<file path="src/core/pcs_defines.vh">
`ifndef PCS_DEFINES_VH
`define PCS_DEFINES_VH

// ---------------------------------------------------------------
// Register word indexes (byte address = index * 4)
// ---------------------------------------------------------------
`define PCS_IDX_CTRL    5'h00
`define PCS_IDX_PLL2    5'h01
`define PCS_IDX_PLL3    5'h02
`define PCS_IDX_DIVA    5'h03
`define PCS_IDX_DIVB    5'h04
`define PCS_IDX_DIVCD   5'h05
`define PCS_IDX_SRC     5'h06
`define PCS_IDX_SUSP    5'h07
`define PCS_IDX_STAT    5'h08
`define PCS_IDX_PLL1    5'h09
`define PCS_TBL_PAGE    2'h2

// ---------------------------------------------------------------
// Control word fields and reset value
// ---------------------------------------------------------------
`define PCS_CTL_SDEN    0
`define PCS_CTL_SUSPM   1
`define PCS_CTL_XBUF    2
`define PCS_CTL_BYP     3
`define PCS_CTL_DRV     4
`define PCS_CTL_CAP     6
`define PCS_CTL_OUTPUT_E_CLOCK    12
`define PCS_CTL_PEN     14
`define PCS_CTRL_RST    32'h0001d805

// ---------------------------------------------------------------
// PLL word, table row and divider word fields
// ---------------------------------------------------------------
`define PCS_Q_LO        0
`define PCS_P_LO        8
`define PCS_ROW_DSEL    19
`define PCS_DIV1_LO     8
`define PCS_PLL_RST     32'h00000000
`define PCS_DIV_RST     32'h00000000
`define PCS_SRC_RST     32'h00000000
`define PCS_SUSP_RST    32'h00000000

// ---------------------------------------------------------------
// Output E divider codes
// ---------------------------------------------------------------
`define PCS_OUTPUT_E_CLOCK_OFF    2'h0
`define PCS_OUTPUT_E_CLOCK_DIV4   2'h1
`define PCS_OUTPUT_E_CLOCK_DIV2   2'h2
`define PCS_OUTPUT_E_CLOCK_DIV3   2'h3

// ---------------------------------------------------------------
// Crystal load capacitance scale, in femtofarads
// ---------------------------------------------------------------
`define PCS_CAP_STEP_FF 375
`define PCS_CAP_MIN_FF  6000
`define PCS_CAP_MAX_FF  30000

`endif

</file>
<file path="src/core/pcs_freq_mem.v">
`timescale 1ns/10ps

// ---------------------------------------------------------------
// Eight-row frequency table, one write and two registered reads
// ---------------------------------------------------------------
module pcs_freq_mem (
	input  wire        core_clk,  // Reference clock
	input  wire        reset,     // Async reset, high
	input  wire        wr_en,     // Row write strobe
	input  wire [2:0]  wr_addr,   // Row written
	input  wire [19:0] wr_data,   // Row contents
	input  wire [2:0]  rda_addr,  // Live select index
	output reg  [19:0] rda_data,  // Live row, registered
	input  wire [2:0]  rdb_addr,  // Bus read row
	output reg  [19:0] rdb_data   // Bus row, registered
);

	reg [19:0] mem_r [0:7];
	integer    i;

	// Rows cleared on reset so no unknown reaches the PLL
	always @(posedge core_clk or posedge reset)
	begin
		if (reset)
		begin
			for (i = 0; i < 8; i = i + 1)
				mem_r[i] <= 20'h00000;
			rda_data <= 20'h00000;
			rdb_data <= 20'h00000;
		end
		else
		begin
			if (wr_en)
				mem_r[wr_addr] <= wr_data;
			rda_data <= mem_r[rda_addr];
			rdb_data <= mem_r[rdb_addr];
		end
	end

endmodule // pcs_freq_mem

</file>
<file path="src/core/pcs_top.v">
// Functional notes
// - Latch select_bit0/1 once at startup
// - Three select bits index eight-row PLL1 table
// - select_bit2 flips PLL1 and A/B divider setting
// - A and B share one divider register select
// - Divider changes apply only at period end
// - Each PLL gets 8-bit Q, 11-bit P
// - PLL1 feeds crosspoint and /2,/3,/4 output E
// - PLL2/PLL3 crosspoint only, serially programmed
// - PLL1 set by registers or select pins
// - Six-bit crystal load capacitance code
// - Load capacitors bypassable for driven input
// - Oscillator drive strength is configurable
// - Enable pin low tristates, optionally shuts down
// - select_bit2 is index bit or suspend input
// - Buffered reference clock output
// - Latched pins then act as serial port
// - Suspended PLL stops logic, output just tristates
// - Shutdown stops PLLs, counters, oscillator
//
// The AHB-Lite interface to the registers and the register offsets were left to the implementer.
`timescale 1ns/10ps
`include "pcs_defines.vh"

module pcs_top (
	input  wire        core_clk,               // Reference clock
	input  wire        reset,                  // Async reset, high
	input  wire        hsel,                   // AHB slave select
	input  wire [31:0] haddr,                  // AHB address
	input  wire [1:0]  htrans,                 // AHB transfer type
	input  wire        hwrite,                 // AHB write
	input  wire [2:0]  hsize,                  // AHB size, word only
	input  wire [31:0] hwdata,                 // AHB write data
	input  wire        hready,                 // AHB bus ready
	output reg  [31:0] hrdata,                 // AHB read data
	output wire        hreadyout,              // AHB slave ready
	output wire        hresp,                  // AHB response
	input  wire        select_bit0,            // Select 0 / serial data
	input  wire        select_bit1,            // Select 1 / serial clock
	input  wire        select_bit2,            // Select 2 / suspend
	input  wire        output_enable_shutdown, // Low: tristate/off
	input  wire [2:0]  pll_tick,               // PLL3..1 edge ticks
	output reg         serial_data_in,         // Serial data to port
	output reg         serial_clock_in,        // Serial clock to port
	output wire        serial_port_active,     // Pins belong to port
	output wire [7:0]  pll1_q,                 // PLL1 pre-divider
	output wire [10:0] pll1_p,                 // PLL1 feedback
	output wire [7:0]  pll2_q,                 // PLL2 pre-divider
	output wire [10:0] pll2_p,                 // PLL2 feedback
	output wire [7:0]  pll3_q,                 // PLL3 pre-divider
	output wire [10:0] pll3_p,                 // PLL3 feedback
	output wire [2:0]  pll_enable,             // PLL3..1 run
	output wire        osc_enable,             // Oscillator run
	output wire [5:0]  osc_cap_code,           // Load cap code
	output wire [1:0]  osc_drive,              // Inverter drive
	output wire        cap_bypass,             // Bypass load caps
	output wire        reference_buffer_out,   // Buffered reference
	output wire        output_a_clock,         // Clock A
	output wire        output_b_clock,         // Clock B
	output wire        output_c_clock,         // Clock C
	output wire        output_d_clock,         // Clock D
	output wire        output_e_clock,         // Clock E
	output wire        output_a_oe,            // Clock A enable
	output wire        output_b_oe,            // Clock B enable
	output wire        output_c_oe,            // Clock C enable
	output wire        output_d_oe,            // Clock D enable
	output wire        output_e_oe             // Clock E enable
);

	// ---------------------------------------------------------------
	// Declarations
	// ---------------------------------------------------------------
	localparam [3:0] BS_IDLE = 4'b0001;
	localparam [3:0] BS_WR   = 4'b0010;
	localparam [3:0] BS_RD1  = 4'b0100;
	localparam [3:0] BS_RD2  = 4'b1000;

	reg  [3:0]  bus_st_r;
	reg  [3:0]  bus_st_nxt;
	reg  [4:0]  bus_idx_r;
	reg  [31:0] ctrl_r;
	reg  [31:0] pll2_r;
	reg  [31:0] pll3_r;
	reg  [31:0] diva_r;
	reg  [31:0] divb_r;
	reg  [31:0] divcd_r;
	reg  [31:0] src_r;
	reg  [31:0] susp_r;
	reg  [31:0] rd_mux;
	reg         latched_r;
	reg         s0_lat_r;
	reg         s1_lat_r;
	reg         s2_meta_r;
	reg         s2_sync_r;
	reg  [1:0]  e_cnt_r;
	reg  [1:0]  e_mod_r;
	reg         e_out_r;
	wire        take_w;
	wire        wr_en_w;
	wire        tbl_we_w;
	wire [2:0]  index_w;
	wire [19:0] row_live_w;
	wire [19:0] row_bus_w;
	wire        divsel_w;
	wire        oe_low_w;
	wire        full_sd_w;
	wire        susp_act_w;
	wire [3:0]  src_tick_w;
	wire [3:0]  src_run_w;
	wire [27:0] div_req_w;
	wire [3:0]  clk_w;
	wire [3:0]  div_on_w;
	wire [1:0]  e_code_w;
	wire [1:0]  e_req_w;
	wire [7:0]  susp_mask_w;

	// Pick one of the four crosspoint sources by its 2-bit code
	function pcs_src_pick;
		input [3:0] vec;
		input [1:0] sel;
		begin
			pcs_src_pick = vec[sel];
		end
	endfunction

	// ---------------------------------------------------------------
	// AHB-Lite slave
	// ---------------------------------------------------------------
	// Reads cost one wait state because hrdata comes from a flop
	assign hreadyout = (bus_st_r != BS_RD1);
	assign hresp     = 1'b0;
	assign take_w    = hsel & htrans[1] & hready & hreadyout;
	assign wr_en_w   = (bus_st_r == BS_WR);
	assign tbl_we_w  = wr_en_w & (bus_idx_r[4:3] == `PCS_TBL_PAGE);

	// Bus phase sequencing
	always @*
	begin
		bus_st_nxt = BS_IDLE;
		case (bus_st_r)
			BS_RD1:
				bus_st_nxt = BS_RD2;
			BS_IDLE, BS_WR, BS_RD2:
				if (take_w)
					bus_st_nxt = hwrite ? BS_WR : BS_RD1;
			default:
				bus_st_nxt = BS_IDLE;
		endcase
	end

	// Address phase capture and read data register
	always @(posedge core_clk or posedge reset)
	begin
		if (reset)
		begin
			bus_st_r  <= BS_IDLE;
			bus_idx_r <= 5'h00;
			hrdata    <= 32'h00000000;
		end
		else
		begin
			bus_st_r <= bus_st_nxt;
			if (take_w)
				bus_idx_r <= haddr[6:2];
			if (bus_st_r == BS_RD1)
				hrdata <= rd_mux;
		end
	end

	// Read decode; unmapped words read zero
	always @*
	begin
		rd_mux = 32'h00000000;
		if (bus_idx_r[4:3] == `PCS_TBL_PAGE)
			rd_mux = {12'h000, row_bus_w};
		else
			case (bus_idx_r)
				`PCS_IDX_CTRL:  rd_mux = ctrl_r;
				`PCS_IDX_PLL2:  rd_mux = pll2_r;
				`PCS_IDX_PLL3:  rd_mux = pll3_r;
				`PCS_IDX_DIVA:  rd_mux = diva_r;
				`PCS_IDX_DIVB:  rd_mux = divb_r;
				`PCS_IDX_DIVCD: rd_mux = divcd_r;
				`PCS_IDX_SRC:   rd_mux = src_r;
				`PCS_IDX_SUSP:  rd_mux = susp_r;
				`PCS_IDX_STAT:  rd_mux = {25'h0000000, full_sd_w,
					susp_act_w, divsel_w, latched_r, index_w};
				`PCS_IDX_PLL1:  rd_mux = {13'h0000, row_live_w[18:0]};
				default:        rd_mux = 32'h00000000;
			endcase
	end

	// Register writes in the data phase
	always @(posedge core_clk or posedge reset)
	begin
		if (reset)
		begin
			ctrl_r  <= `PCS_CTRL_RST;
			pll2_r  <= `PCS_PLL_RST;
			pll3_r  <= `PCS_PLL_RST;
			diva_r  <= `PCS_DIV_RST;
			divb_r  <= `PCS_DIV_RST;
			divcd_r <= `PCS_DIV_RST;
			src_r   <= `PCS_SRC_RST;
			susp_r  <= `PCS_SUSP_RST;
		end
		else if (wr_en_w)
		begin
			case (bus_idx_r)
				`PCS_IDX_CTRL:  ctrl_r  <= {15'h0000, hwdata[16:0]};
				`PCS_IDX_PLL2:  pll2_r  <= {13'h0000, hwdata[18:0]};
				`PCS_IDX_PLL3:  pll3_r  <= {13'h0000, hwdata[18:0]};
				`PCS_IDX_DIVA:  diva_r  <= {17'h00000, hwdata[14:0]};
				`PCS_IDX_DIVB:  divb_r  <= {17'h00000, hwdata[14:0]};
				`PCS_IDX_DIVCD: divcd_r <= {17'h00000, hwdata[14:0]};
				`PCS_IDX_SRC:   src_r   <= {24'h000000, hwdata[7:0]};
				`PCS_IDX_SUSP:  susp_r  <= {24'h000000, hwdata[7:0]};
				default:        ctrl_r  <= ctrl_r;
			endcase
		end
	end

	// ---------------------------------------------------------------
	// Select pins and serial port hand-off
	// ---------------------------------------------------------------
	// One capture right after reset release; the pins then belong
	// to the serial port and are never sampled as selects again
	always @(posedge core_clk or posedge reset)
	begin
		if (reset)
		begin
			latched_r <= 1'b0;
			s0_lat_r  <= 1'b0;
			s1_lat_r  <= 1'b0;
		end
		else if (!latched_r)
		begin
			s0_lat_r  <= select_bit0;
			s1_lat_r  <= select_bit1;
			latched_r <= 1'b1;
		end
	end

	// Forward the pins to the serial port once latched, idle high
	always @(posedge core_clk or posedge reset)
	begin
		if (reset)
		begin
			serial_data_in  <= 1'b1;
			serial_clock_in <= 1'b1;
		end
		else if (latched_r)
		begin
			serial_data_in  <= select_bit0;
			serial_clock_in <= select_bit1;
		end
	end
	assign serial_port_active = latched_r;

	// Two-flop synchroniser; only the second flop is used
	always @(posedge core_clk or posedge reset)
	begin
		if (reset)
		begin
			s2_meta_r <= 1'b0;
			s2_sync_r <= 1'b0;
		end
		else
		begin
			s2_meta_r <= select_bit2;
			s2_sync_r <= s2_meta_r;
		end
	end

	// In suspend mode the pin no longer steers the index
	assign susp_act_w = ctrl_r[`PCS_CTL_SUSPM] & ~s2_sync_r;
	assign index_w    = {s2_sync_r & ~ctrl_r[`PCS_CTL_SUSPM],
		s1_lat_r, s0_lat_r};

	// ---------------------------------------------------------------
	// Frequency table and PLL settings
	// ---------------------------------------------------------------
	pcs_freq_mem u_freq_mem (
		.core_clk (core_clk),
		.reset    (reset),
		.wr_en    (tbl_we_w),
		.wr_addr  (bus_idx_r[2:0]),
		.wr_data  (hwdata[19:0]),
		.rda_addr (index_w),
		.rda_data (row_live_w),
		.rdb_addr (haddr[4:2]),
		.rdb_data (row_bus_w)
	);

	// PLL1 follows the live row, so pins or writes both retune it
	assign pll1_q   = row_live_w[`PCS_Q_LO+7:`PCS_Q_LO];
	assign pll1_p   = row_live_w[`PCS_P_LO+10:`PCS_P_LO];
	assign divsel_w = row_live_w[`PCS_ROW_DSEL];
	assign pll2_q   = pll2_r[`PCS_Q_LO+7:`PCS_Q_LO];
	assign pll2_p   = pll2_r[`PCS_P_LO+10:`PCS_P_LO];
	assign pll3_q   = pll3_r[`PCS_Q_LO+7:`PCS_Q_LO];
	assign pll3_p   = pll3_r[`PCS_P_LO+10:`PCS_P_LO];

	// ---------------------------------------------------------------
	// Power management and oscillator
	// ---------------------------------------------------------------
	assign oe_low_w    = ~output_enable_shutdown;
	assign full_sd_w   = oe_low_w & ctrl_r[`PCS_CTL_SDEN];
	assign susp_mask_w = susp_r[7:0] & {8{susp_act_w}};
	// PLLs come back on as soon as shutdown ends and relock there
	assign pll_enable  = ctrl_r[`PCS_CTL_PEN+2:`PCS_CTL_PEN]
		& ~susp_mask_w[2:0] & {3{~full_sd_w}};
	assign osc_enable  = ~full_sd_w;
	assign osc_cap_code = ctrl_r[`PCS_CTL_CAP+5:`PCS_CTL_CAP];
	assign osc_drive   = ctrl_r[`PCS_CTL_DRV+1:`PCS_CTL_DRV];
	assign cap_bypass  = ctrl_r[`PCS_CTL_BYP];
	// Gated copy of the reference; glitch risk only on enable change
	assign reference_buffer_out = core_clk & ctrl_r[`PCS_CTL_XBUF]
		& ~full_sd_w;

	// ---------------------------------------------------------------
	// Crosspoint and output dividers A to D
	// ---------------------------------------------------------------
	assign src_run_w  = {pll_enable, 1'b1};
	assign src_tick_w = {pll_tick & pll_enable, 1'b1};
	assign div_req_w  = {divcd_r[`PCS_DIV1_LO+6:`PCS_DIV1_LO],
		divcd_r[6:0],
		divsel_w ? divb_r[`PCS_DIV1_LO+6:`PCS_DIV1_LO] : divb_r[6:0],
		divsel_w ? diva_r[`PCS_DIV1_LO+6:`PCS_DIV1_LO] : diva_r[6:0]};

	genvar gi;
	generate
		for (gi = 0; gi < 4; gi = gi + 1)
		begin : g_div
			reg  [6:0] cnt_r;
			reg  [6:0] cur_r;
			reg        out_r;
			wire [1:0] sel = src_r[2*gi+1:2*gi];
			wire       tick = pcs_src_pick(src_tick_w, sel);
			wire       halt = full_sd_w | ~pcs_src_pick(src_run_w, sel);
			wire [6:0] req = div_req_w[7*gi+6:7*gi];
			wire [7:0] half = ({1'b0, cur_r} + 8'h01) >> 1;
			wire       wrap = (cnt_r >= cur_r - 7'h01);
			wire [6:0] cnt_nxt = wrap ? 7'h00 : cnt_r + 7'h01;

			// New value taken only at the end of a full period
			always @(posedge core_clk or posedge reset)
			begin
				if (reset)
				begin
					cnt_r <= 7'h00;
					cur_r <= 7'h00;
					out_r <= 1'b0;
				end
				else if (halt || cur_r == 7'h00)
				begin
					cnt_r <= 7'h00;
					cur_r <= req;
					out_r <= 1'b0;
				end
				else if (tick)
				begin
					cnt_r <= cnt_nxt;
					if (wrap)
						cur_r <= req;
					out_r <= ({1'b0, cnt_nxt} < half);
				end
			end
			assign clk_w[gi]    = out_r;
			assign div_on_w[gi] = (cur_r != 7'h00);
		end
	endgenerate

	// ---------------------------------------------------------------
	// Output E post-divider on PLL1
	// ---------------------------------------------------------------
	assign e_code_w = ctrl_r[`PCS_CTL_OUTPUT_E_CLOCK+1:`PCS_CTL_OUTPUT_E_CLOCK];
	// Code to modulus; zero leaves clock E stopped
	assign e_req_w  = (e_code_w == `PCS_OUTPUT_E_CLOCK_DIV4) ? 2'h3 :
		(e_code_w == `PCS_OUTPUT_E_CLOCK_DIV2) ? 2'h1 :
		(e_code_w == `PCS_OUTPUT_E_CLOCK_DIV3) ? 2'h2 : 2'h0;

	// Modulus reloads at period end so code changes stay clean
	always @(posedge core_clk or posedge reset)
	begin
		if (reset)
		begin
			e_cnt_r <= 2'h0;
			e_mod_r <= 2'h0;
			e_out_r <= 1'b0;
		end
		else if (full_sd_w || !pll_enable[0] || e_mod_r == 2'h0)
		begin
			e_cnt_r <= 2'h0;
			e_out_r <= 1'b0;
			e_mod_r <= e_req_w;
		end
		else if (pll_tick[0])
		begin
			e_cnt_r <= (e_cnt_r == e_mod_r) ? 2'h0 : e_cnt_r + 2'h1;
			// Three bits so that the /4 half period does not wrap
			e_out_r <= (e_cnt_r == e_mod_r) || ({1'b0, e_cnt_r} + 3'h1 <
				({1'b0, e_mod_r} + 3'h1) >> 1);
			if (e_cnt_r == e_mod_r)
				e_mod_r <= e_req_w;
		end
	end

	// ---------------------------------------------------------------
	// Pin outputs
	// ---------------------------------------------------------------
	assign output_a_clock = clk_w[0];
	assign output_b_clock = clk_w[1];
	assign output_c_clock = clk_w[2];
	assign output_d_clock = clk_w[3];
	assign output_e_clock = e_out_r;
	// Low enable pin tristates every output in either mode
	assign output_a_oe = ~oe_low_w & div_on_w[0] & ~susp_mask_w[3];
	assign output_b_oe = ~oe_low_w & div_on_w[1] & ~susp_mask_w[4];
	assign output_c_oe = ~oe_low_w & div_on_w[2] & ~susp_mask_w[5];
	assign output_d_oe = ~oe_low_w & div_on_w[3] & ~susp_mask_w[6];
	assign output_e_oe = ~oe_low_w & (e_mod_r != 2'h0)
		& ~susp_mask_w[7];

endmodule // pcs_top

</file>
<file path="config.mk">
export PLATFORM = sky130hd
export DESIGN_NAME = pcs_top
export DESIGN_NICKNAME = d
export VERILOG_FILES = /design/src/core/pcs_freq_mem.v /design/src/core/pcs_top.v
export VERILOG_INCLUDE_DIRS = /design/src /design/src/core
export SDC_FILE = /design/constraint.sdc
export NUM_CORES = 1
export LEC_CHECK = 0
export ABC_AREA = 1
export ABC_CLOCK_PERIOD_IN_PS = 19600
export BUFFER_PORTS_ARGS = -buffer_cell sky130_fd_sc_hd__buf_2
export CAP_MARGIN = 0
export CORE_MARGIN = 2
export CORE_UTILIZATION = 45
export DETAILED_ROUTE_END_ITERATION = 8
export PLACE_DENSITY_LB_ADDON = 0.05
export RECOVER_POWER = 100
export SETUP_SLACK_MARGIN = 0.5
export SYNTH_ARGS = -nofsm -noshare
export SYNTH_HDL_FRONTEND = slang
export SYNTH_SLANG_ARGS = --single-unit
</file>
<file path="constraint.sdc">
create_clock -name core_clk -period 19.6 [get_ports core_clk]
set_input_delay 3.92 -clock core_clk [delete_from_list [all_inputs] [get_ports core_clk]]
set_output_delay 3.92 -clock core_clk [all_outputs]
set_load 0.005 [all_outputs]
</file>
-- After elaboration in Yosys (flattened, before gate mapping)
Index checks and enable logic that the tools add are counted.
- register bits after elaboration: 429
- memories kept: 0
- latch bits: 0
- word-level logic and storage cells: 257
- bits in writable memories: 0
- memory bits (read-only): 0
- bits of input ports: 81
- output and inout bits: 118
- mux-type cells: 75
- bitwise operators: 44
- $lt $le $gt $ge: 17
- reduce and logical (&&, ||, !) cells: 44
- multiply operators: 0
- divide/modulo/power cells: 0
- shift operators: 0
- add/subtract/negate cells: 15
- eq/ne operators: 19
- operators by type and width (cell ; count):
    $pmux 19 s10 ; 1
    $mux 7 ; 26
    $bwmux 160 ; 1
    $bmux 20 s3 ; 2
    $mux 20 ; 6
    $demux 20 s3 ; 1
    $add 7x1->8 const B ; 4
    $add 7x1->7 const B ; 4
    $ge 7x7->1 ; 4
    $logic_not 7->1 ; 4
    $lt 7x7->1 ; 4
    $reduce_bool 7->1 ; 4
    $sub 7x1->7 const B ; 4
    $reduce_and 2->1 ; 13
    $reduce_bool 2->1 ; 11
    $eq 5x3->1 const B ; 4
    $and 1x1->1 ; 19
    $mux 1 ; 18
    $mux 2 ; 9
    $bmux 1 s2 ; 8
    $not 1->1 ; 13
    $ge 4x4->1 const B ; 3
    $lt 2x3->1 const B ; 4
    $not 3->4 ; 3
    27 further kinds ; 44

-- Depth between registers and ports, before layout
Gate-level depths: netlist of run 1.
- depth in word-level cells: 13
- gate-level depth with buffers: 19
- depth with buffers taken out: 19

-- Cells and area by module
From an unflattened synthesis of run 1, not the netlist that was laid out.
- cells, all modules: 3129
- area, all modules: 23117.2 um^2
- modules (own cells, without submodules) (module ; area an instance (um^2) ; times used ; cells each ; sequential area each (um^2)):
    pcs_top ; 12634.6 ; 1 ; 1633 ; 5442.7
    pcs_freq_mem ; 10482.6 ; 1 ; 1496 ; 5004.8

==> results.json, run 1 <==
{
  "drv_cap": 9,
  "grt_antenna_before_repair": 0,
  "core_area_mm2": 0.0490,
  "pwr-share-seq_pct": 44.2,
  "timing_hold_violations_final": 0,
  "worstSetupEndpointType": "output port",
  "gp_congestion": 0.877,
  "synthCells": 2804,
  "p_clk_share_pct": 43.0,
  "p_leak_nw": 12.2,
  "vias": 19100,
  "drt_first_pass_iters": 6,
  "initial_core_util_pct": 45.6,
  "rsz0062_at_grt": "no",
  "place_hpwl_um": 46000,
  "ys_async_sr_fraction_pct": 100,
  "setup-violations-final": 0,
  "multiInputGateArea_mm2": 0.00988,
  "post_drt_wl_per_cell_um": 19.3,
  "grt_usage_pct": 27.0,
  "place_inst": 3441,
  "fillers": 4900,
  "synth_common_cells": "nand2_1 (644), dfrtp_1 (407), o21ai_0 (373)",
  "tns_ns": 0,
  "power_per_cell_area_mw_per_mm2": 87.4,
  "outcome": "finished with violations",
  "syn2layout_area_growth_pct": 9.27,
  "worst_slew_pin_slew_ns": 4.25,
  "drt_iter0_drc": 1605,
  "cts_setup_buffers": 0,
  "cp.required_ns": 15.68,
  "startpoint_type": "clock port",
  "yosysMostFrequentCell": "nand2_1",
  "fp.dieW_um": 227,
  "final_nets": 2985,
  "cts_hold_buf": 0,
  "critPathArrivalTime_ns": 10.29,
  "pwr-share-comb_pct": 12.8,
  "slew_headroom_pct": -185,
  "rows": 81,
  "ys_top_cells_by_area": "dfrtp_1 (46%), nand2_1 (11%), o21ai_0 (8.4%)",
  "synthDistinctLibCells": 48,
  "io_pins": 199,
  "die_h_um": 227,
  "tritoncts": "built",
  "syn_avg_cell_area_um2": 7.96,
  "critPathKind": "clk -> out",
  "intPower_mw": 1.53,
  "grt_pass1_vias": 18400,
  "netSwitchingPower_mw": 0.601,
  "postCtsResizedCells": 0,
  "synth-seq-cells": 417,
  "ant_nets": 0,
  "ir_drop_v": 0.0000591,
  "critPathMaxFanout": 2,
  "viasPerCell": 5.41,
  "worstSkewPairLatency_ns": 0.70,
  "ys_warn_count": 0,
  "synth_area_mm2": 0.0223,
  "drv_slew": 588,
  "synth_edf_count": 0,
  "grt_overflow": 0,
  "ys_seq_area_share_pct": 46.8,
  "ys.flop_type": "dfrtp_1",
  "grt_pass1_wl_um": 106000,
  "yosysTopAreaCell": "dfrtp_1",
  "regArea_mm2": 0.0104,
  "r2r_setup_slack_ns": 14.38,
  "wirelength_um": 68000,
  "path_clk_slew_ns": 0.05,
  "swShare_pct": 28.2,
  "dieArea_mm2": 0.0514,
  "synth_top_cell_area_share_pct": 45.6,
  "final_cells": 3531,
  "violations": "max-capacitance violations, max-slew violations",
  "place.port_buffers": 142,
  "fin_skew_ns": 0.0181,
  "hold_class": "reg -> reg",
  "drc_errors": 0,
  "grt_max_degree": 172,
  "final_layout_size_suffix_gt1_share_pct": 7.29
}
cell families after synthesis:
| kind of cell | share of synthesized area, % |
|---|---|
| and+or+nand+nor | 19.7 |
| xor gates and xnor gates | 1.73 |
| buffers and inverters | 8.42 |
| AOI/OAI and AO/OA | 19.1 |
| adders and majority gates | 4.18 |
| DFF | 46.8 |
| other | 0.0336 |
final timing paths:
kind                                       from                                 to  cells after the start
setup / recovery                       core_clk               reference_buffer_out                      5
hold / removal              s2_meta_r$_DFF_PP0_                s2_sync_r$_DFF_PP0_                      0
setup reg to reg           s0_lat_r$_DFFE_PP0N_  u_freq_mem.rda_data[16]$_DFF_PP0_                      5
hold reg to reg             s2_meta_r$_DFF_PP0_                s2_sync_r$_DFF_PP0_                      0
max in group asynchronous                 reset             pll2_r[16]$_DFFE_PP0P_                      3
min in group asynchronous                 reset    u_freq_mem.mem_r[4]$_DFFE_PP0P_                      2
flip-flops by register name (all words and copies together), names as in the netlist, 15 cells and up:
name	count
ctrl_r	17
diva_r	15
divb_r	15
divcd_r	15
g_div.cnt_r	28
g_div.cur_r	28
hrdata	20
pll2_r	19
pll3_r	19
u_freq_mem.mem_r	160
u_freq_mem.rda_data	20
u_freq_mem.rdb_data	20
worst max-delay path, stage by stage:
cell	delay, ns
clkbuf_16	0.12
clkbuf_16	0.13
nand2_1	0.06
nor2_1	0.04
clkbuf_1	0.14
metrics by stage:
step | hold slack [ns] | cell area, um^2 | setup WS, ns | power [mW] | utilization, %
after floorplan | 0.331 | 22400 | 4.09 | 1.14 | -
after global placement | 0.338 | 23100 | 5.68 | 1.23 | 47.2
after detailed placement | 0.348 | 23100 | 5.68 | 1.24 | 47.2
after CTS | 0.360 | 24700 | 5.38 | 2.16 | 50.4
after global routing | 0.373 | 24400 | 5.36 | 2.23 | 49.8
final | 0.360 | 24400 | 5.39 | 2.13 | 49.8
final cells by class:
| type | instances | area share, % |
|---|---|---|
| clock inverter | 8 | 0.431 |
| multi-input combinational | 1971 | 40.5 |
| tap | 664 | 3.41 |
| clock buffer | 82 | 6.16 |
| sequential | 417 | 42.8 |
| antenna | 1 | 0.0103 |
| timing repair buffer | 166 | 3.22 |
| inverter | 222 | 3.44 |
metal layers:
metal | vias to the layer above | global-route usage [%] | part of all wire [%]
li1 | 9311 | - | -
met1 | 9146 | 37.8 | 45
met2 | 530 | 42.9 | 46
met3 | 110 | 3.29 | 5.3
met4 | 0 | 10.4 | 3.2
met5 | - | 0 | 0
power groups by stage:
stage          logic, mW  registers (mW)  clock network [mW]
6_report           0.273           0.942               0.917
3_3_place_gp       0.277           0.955             0.00255
3_5_place_dp       0.282           0.956             0.00255
5_1_grt            0.310           0.947               0.974
4_1_cts            0.283           0.941               0.940
2_1_floorplan      0.204           0.934             0.00167
layout by cell type (no fill, tap or decap), types with 5 or more instances in the layout:
cell type,n
nand2_1,657
o21ai_0,537
dfrtp_1,406
inv_1,207
nor2_1,195
a21oi_1,147
nand3_1,108
clkbuf_1,102
ha_1,73
buf_2,64
clkbuf_16,51
a31oi_1,46
o211ai_1,40
xor2_1,26
nor3_1,25
nand4_1,20
xnor2_1,18
buf_4,17
conb_1,14
clkbuf_8,11
inv_2,10
nor2_2,9
nand3_2,9
nor3b_1,8
nor4_1,8
dfstp_2,7
o21ai_2,6
nand2_2,5
clkinvlp_2,5
Note: power is estimated with default switching activity, not from simulation.
==> inputs of run 2 (changes only) <==
--- a/config.mk
+++ b/config.mk
@@ -6,8 +6,8 @@
 export SDC_FILE = /design/constraint.sdc
 export NUM_CORES = 1
 export LEC_CHECK = 0
-export ABC_AREA = 1
-export ABC_CLOCK_PERIOD_IN_PS = 19600
+export ABC_AREA = 0
+export ABC_CLOCK_PERIOD_IN_PS = 12800
 export BUFFER_PORTS_ARGS = -buffer_cell sky130_fd_sc_hd__buf_2
 export CAP_MARGIN = 0
 export CORE_MARGIN = 2
==> constraint.sdc (replaced) <==
create_clock -name core_clk -period 12.8 [get_ports core_clk]
set_input_delay 2.56 -clock core_clk [delete_from_list [all_inputs] [get_ports core_clk]]
set_output_delay 2.56 -clock core_clk [all_outputs]
set_load 0.005 [all_outputs]
==> run 2 against run 1 <==
Compared with the run above: the flow still finishes with violations (max-capacitance violations, max-slew violations); cell area is 0.11% higher; non-clock buffer count grew 1; cell count shrank 31%; total power rose by 60%; critical path type unchanged; critical endpoint unchanged; largest cell class is now multi-input combinational cells.
==> results.json, run 2 <==
{
  "final_cell_mix": "dfrtp_1 (406), mux2_2 (341), clkbuf_1 (88)",
  "drt_iter0_drc": 1006,
  "final_common_cell": "dfrtp_1",
  "worst_slew_pin_slew_ns": 3.96,
  "io_pins": 199,
  "viasPerCell": 5.88,
  "diodes": 0,
  "grt_usage_pct": 24.4,
  "final_area_mm2": 0.0244,
  "tritoncts": "built",
  "outcome": "finished with violations",
  "yosysMostFrequentCell": "dfrtp_1",
  "grt_overflow": 0,
  "fp.dieW_um": 225,
  "endpoint": "reference_buffer_out",
  "initial_core_util_pct": 45.8,
  "drv_cap": 9,
  "drc_errors": 0,
  "path_clk_slew_ns": 0.06,
  "postCtsResizedCells": 0,
  "synth_common_cells": "dfrtp_1 (407), mux2_2 (351), nor2_1 (88)",
  "grt_pass1_wl_um": 92400,
  "cp.required_ns": 10.24,
  "pwr-share-seq_pct": 44.5,
  "synth_top_cell_area_share_pct": 46.4,
  "setup-violations-final": 0,
  "grt_antenna_before_repair": 1,
  "rr_startpoint": "bus_st_r[0]$_DFF_PP1_",
  "p_clk_share_pct": 42.2,
  "rsz0062_at_grt": "no",
  "synth_edf_count": 0,
  "slew_headroom_pct": -164,
  "place.port_buffers": 142,
  "grt_pass1_vias": 14800,
  "synth-compound-area-share_pct": 7.27,
  "vias": 14400,
  "rows": 80,
  "pwr-share-comb_pct": 13.3,
  "syn_avg_cell_area_um2": 12.9,
  "synthXorXnorAreaFrac_pct": 2.27,
  "placed_cell_area_mm2": 0.0230,
  "violations": "max-capacitance violations, max-slew violations",
  "ys_seq_area_share_pct": 47.6,
  "synthCells": 1708,
  "synth_area_mm2": 0.0220,
  "post-route-util_pct": 50.9,
  "intPower_mw": 2.47,
  "synthMuxAreaShare_pct": 27.6,
  "ir_drop_v": 0.000100,
  "timing_hold_violations_final": 0,
  "grt_max_degree": 180,
  "worstSetupEndpointType": "output port",
  "die_h_um": 225,
  "post_drt_wl_per_cell_um": 24.8,
  "r2r_setup_slack_ns": 8.16,
  "gp_congestion": 0.815,
  "wirelength_um": 60700,
  "p_leak_nw": 10.9,
  "synth_adder_area_share_pct": 4.25,
  "whs_ns": 0.462,
  "core_area_mm2": 0.0479,
  "layout_setup_ws_ns": 3.30,
  "critPathMaxFanout": 2,
  "hold_class": "reg -> reg",
  "ant_nets": 0,
  "dpl_worst_slack_ns": 3.59,
  "syn2layout_area_growth_pct": 11.2,
  "drt_first_pass_iters": 5,
  "synth-seq-cells": 417,
  "tns_ns": 0,
  "startpoint_type": "clock port",
  "final_layout_size_suffix_gt1_share_pct": 33.9,
  "largest_reg_flops": 160,
  "yosysTopAreaCell": "dfrtp_1",
  "ys_async_sr_fraction_pct": 100,
  "place_hpwl_um": 41100,
  "dieArea_mm2": 0.0506,
  "r2r_cells": 6,
  "reg2reg_to": "u_freq_mem.mem_r[70]$_DFFE_PP0P_",
  "regMostFlops": "u_freq_mem.mem_r",
  "cp-startpoint": "core_clk",
  "swShare_pct": 27.3,
  "synthDistinctLibCells": 61,
  "ys_top_cells_by_area": "dfrtp_1 (46%), mux2_2 (18%), mux4_2 (8.2%)",
  "final_nets": 1948,
  "ys.flop_type": "dfrtp_1",
  "critPathKind": "clk -> out",
  "netSwitchingPower_mw": 0.930,
  "power_per_cell_area_mw_per_mm2": 139,
  "cts_setup_buffers": 0,
  "drv_slew": 246,
  "largestRegisters": "u_freq_mem.mem_r (160), g_div.cnt_r (28), g_div.cur_r (28)",
  "worstSkewPairLatency_ns": 0.71,
  "fin_skew_ns": 0.0176,
  "critPathArrivalTime_ns": 6.94,
  "cts_hold_buf": 0,
  "ys_warn_count": 0,
  "synth_top_family_by_area": "multiplexers",
  "synthSimpleGateAreaFrac_pct": 6.85
}
[run 2: cell types whose count changed after synthesis, sizes merged, moves of 27 or more]
| cell | before | now |
|---|---|---|
| nor2 | 204 | 88 |
| nand2 | 662 | 72 |
| o211ai | 40 | 3 |
| a21oi | 148 | 43 |
| clkbuf | 103 | 55 |
| mux4 | 0 | 80 |
| a22oi | 0 | 27 |
| o21ai | 543 | 18 |
| mux2 | 0 | 359 |
| inv | 220 | 36 |
| nand3 | 117 | 41 |
[run 2: cell families (layout without fill, tap and decap cells)]
family                     count (synthesis)  count (layout)
and+or+nand+nor                          301             301
muxes                                    457             457
xor gates and xnor gates                  57              57
DFF                                      417             417
other                                      2              14
adders and majority gates                 74              74
AOI/OAI and AO/OA                        215             215
buffers and inverters                    185             296
[run 2: worst min-delay path by stage]
stage	startpoint	to	slack [ns]	cells after the start
global route	s2_meta_r$_DFF_PP0_	s2_sync_r$_DFF_PP0_	0.44	0
floorplan	s2_meta_r$_DFF_PP0_	s2_sync_r$_DFF_PP0_	0.33	0
finish	s2_meta_r$_DFF_PP0_	s2_sync_r$_DFF_PP0_	0.46	0
detailed placement	s2_meta_r$_DFF_PP0_	s2_sync_r$_DFF_PP0_	0.43	0
global placement	s2_meta_r$_DFF_PP0_	s2_sync_r$_DFF_PP0_	0.43	0
CTS	s2_meta_r$_DFF_PP0_	s2_sync_r$_DFF_PP0_	0.45	0
[run 2: through the flow]
| step | instances | power, mW |
|---|---|---|
| floorplan | 1720 | 1.85 |
| global placement | 2355 | 2.00 |
| detailed placement | 2355 | 2.01 |
| CTS | 2446 | 3.45 |
| global route | 2446 | 3.55 |
| finish | 2446 | 3.40 |
[run 2: layout make-up]
cell class                 count  area (um^2)
timing repair buffer         167          795
sequential                   417        10400
clock buffer                  81         1570
clock inverter                11          116
tap                          615          769
inverter                      37          140
fill                        4265        23500
multi-input combinational   1118        10600
[run 2: worst max-delay path, cell delays in order]
cell,delay [ns]
clkbuf_16,0.12
clkbuf_16,0.12
and3_1,0.18
clkbuf_1,0.11
[run 2: power by group through the flow]
stage | clock network, mW | logic, mW | registers, mW
after global placement | 0.00223 | 0.461 | 1.54
final | 1.44 | 0.452 | 1.52
after detailed placement | 0.00223 | 0.467 | 1.54
after global routing | 1.52 | 0.505 | 1.53
after floorplan | 0.00121 | 0.367 | 1.48
after CTS | 1.47 | 0.470 | 1.52
[run 2: per-layer routing]
| metal | GRT usage, % | up-vias | part of all wire [%] |
|---|---|---|---|
| met3 | 3.46 | 99 | 4.6 |
| met2 | 39.3 | 357 | 47 |
| met4 | 7.86 | 2 | 2.5 |
| li1 | - | 6460 | - |
| met1 | 34.3 | 7464 | 46 |
| met5 | 0 | - | 0.021 |
==> inputs of run 3 (changes only) <==
--- a/config.mk
+++ b/config.mk
@@ -7,7 +7,7 @@
 export NUM_CORES = 1
 export LEC_CHECK = 0
 export ABC_AREA = 0
-export ABC_CLOCK_PERIOD_IN_PS = 12800
+export ABC_CLOCK_PERIOD_IN_PS = 9500
 export BUFFER_PORTS_ARGS = -buffer_cell sky130_fd_sc_hd__buf_2
 export CAP_MARGIN = 0
 export CORE_MARGIN = 2
==> constraint.sdc (replaced) <==
create_clock -name core_clk -period 9.5 [get_ports core_clk]
set_input_delay 1.9 -clock core_clk [delete_from_list [all_inputs] [get_ports core_clk]]
set_output_delay 1.9 -clock core_clk [all_outputs]
set_load 0.005 [all_outputs]
==> run 3 against run 2 <==
Compared with the run above: the flow still finishes with violations (max-capacitance violations, max-slew violations); largest power group unchanged; die area is the same; critical endpoint unchanged; combinational power grew 36%; sequential share of layout area grew 0.11 points; register-to-register slack lost 3.0 ns.
==> results.json, run 3 (synthesized netlist as in run 2, its figures left out) <==
{
  "outcome": "finished with violations",
  "violations": "max-capacitance violations, max-slew violations",
  "worst_slew_pin_slew_ns": 4.23,
  "finalPower_mw": 4.53,
  "hold_class": "reg -> reg",
  "drv_cap": 14,
  "drt_first_pass_iters": 6,
  "drt_iter0_drc": 848,
  "place.port_buffers": 142,
  "core_area_mm2": 0.0479,
  "startpoint_type": "clock port",
  "syn2layout_area_growth_pct": 10.9,
  "fillers": 4305,
  "grt_overflow": 0,
  "postCtsResizedCells": 0,
  "p_clk_share_pct": 41.4,
  "dieArea_mm2": 0.0506,
  "critPathMaxFanout": 2,
  "critPathArrivalTime_ns": 5.28,
  "post_drt_wl_per_cell_um": 24.8,
  "timing_hold_violations_final": 0,
  "cts_hold_buf": 0,
  "tns_ns": 0,
  "worstSetupEndpointType": "output port",
  "final_layout_size_suffix_gt1_share_pct": 34.1,
  "final_common_cell": "dfrtp_1",
  "grt_usage_pct": 24.4,
  "swShare_pct": 27.5,
  "rows": 80,
  "grt_pass1_vias": 14700,
  "intPower_mw": 3.28,
  "grt_pass1_wl_um": 92200,
  "tritoncts": "built",
  "critPathKind": "clk -> out",
  "pwr-share-seq_pct": 45.0,
  "place_hpwl_um": 41200,
  "final_cell_mix": "dfrtp_1 (406), mux2_2 (337), nor2_1 (85)",
  "path_clk_slew_ns": 0.06,
  "vias": 14400,
  "io_pins": 199,
  "wirelength_um": 60800,
  "rsz0062_at_grt": "no",
  "pwr-share-comb_pct": 13.6,
  "die_h_um": 225,
  "diodes": 0,
  "drc_errors": 0,
  "viasPerCell": 5.87,
  "cp.required_ns": 7.60,
  "slew_headroom_pct": -182,
  "fp.dieW_um": 225,
  "gp_congestion": 0.828,
  "regMostFlops": "u_freq_mem.mem_r",
  "p_leak_nw": 10.8,
  "ir_drop_v": 0.000113,
  "setup-violations-final": 0,
  "grt_antenna_before_repair": 1,
  "largestRegisters": "u_freq_mem.mem_r (160), g_div.cnt_r (28), g_div.cur_r (28)",
  "power_per_cell_area_mw_per_mm2": 186,
  "fin_skew_ns": 0.0214,
  "drv_slew": 551,
  "initial_core_util_pct": 45.8,
  "largest_reg_flops": 160,
  "cts_setup_buffers": 0,
  "netSwitchingPower_mw": 1.24,
  "ant_nets": 0,
  "grt_max_degree": 162,
  "worstSkewPairLatency_ns": 0.70,
  "final_nets": 1951
}
## run 3: per-layer routing
layer | vias to the layer above | part of all wire [%] | global-route usage [%]
met5 | - | 0.021 | 0
met1 | 7508 | 45 | 34.0
met4 | 2 | 2.4 | 7.22
li1 | 6458 | - | -
met2 | 317 | 48 | 39.9
met3 | 83 | 4.1 | 3.55
## run 3: worst max-delay path: stages
cell and delay (ns):
clkbuf_16 0.12, clkbuf_16 0.12, and3_1 0.18, clkbuf_1 0.11
## run 3: area by class of cell
class / count / area, um^2 / share of cell area (%)
tap: 615 / 769 / 3.16
clock inverter: 15 / 114 / 0.467
inverter: 37 / 140 / 0.575
clock buffer: 76 / 1530 / 6.28
timing repair buffer: 170 / 779 / 3.20
multi-input combinational: 1118 / 10600 / 43.4
sequential: 417 / 10400 / 42.9
## run 3: power by group through the flow
stage | Combinational, mW | Sequential [mW] | Clock, mW
3_5_place_dp | 0.638 | 2.07 | 0.00301
4_1_cts | 0.641 | 2.04 | 1.92
3_3_place_gp | 0.625 | 2.07 | 0.00301
6_report | 0.614 | 2.04 | 1.88
5_1_grt | 0.687 | 2.06 | 1.99
2_1_floorplan | 0.495 | 1.99 | 0.00163
## run 3: final timing paths
path	endpoint	slack, ns	depth (start not counted)	start
worst max-delay path	reference_buffer_out	2.32	4	core_clk
worst min-delay path	s2_sync_r$_DFF_PP0_	0.43	0	s2_meta_r$_DFF_PP0_
worst max register to register	u_freq_mem.mem_r[145]$_DFFE_PP0P_	5.18	6	bus_st_r[2]$_DFF_PP0_
worst min register to register	s2_sync_r$_DFF_PP0_	0.43	0	s2_meta_r$_DFF_PP0_
max in group asynchronous	u_freq_mem.mem_r[9]$_DFFE_PP0P_	3.31	3	reset
min in group asynchronous	pll3_r[11]$_DFFE_PP0P_	1.56	2	reset
## run 3: metrics by stage
step	worst slack, ns	utilization (%)	cells	hold slack, ns	cell area (um^2)
after global routing	2.21	50.8	2448	0.456	24400
after detailed placement	2.60	48.0	2358	0.433	23000
final	2.32	50.8	2448	0.429	24400
after global placement	2.60	48.0	2358	0.438	23000
after CTS	2.28	51.4	2448	0.461	24600
after floorplan	1.98	-	1720	0.331	22000
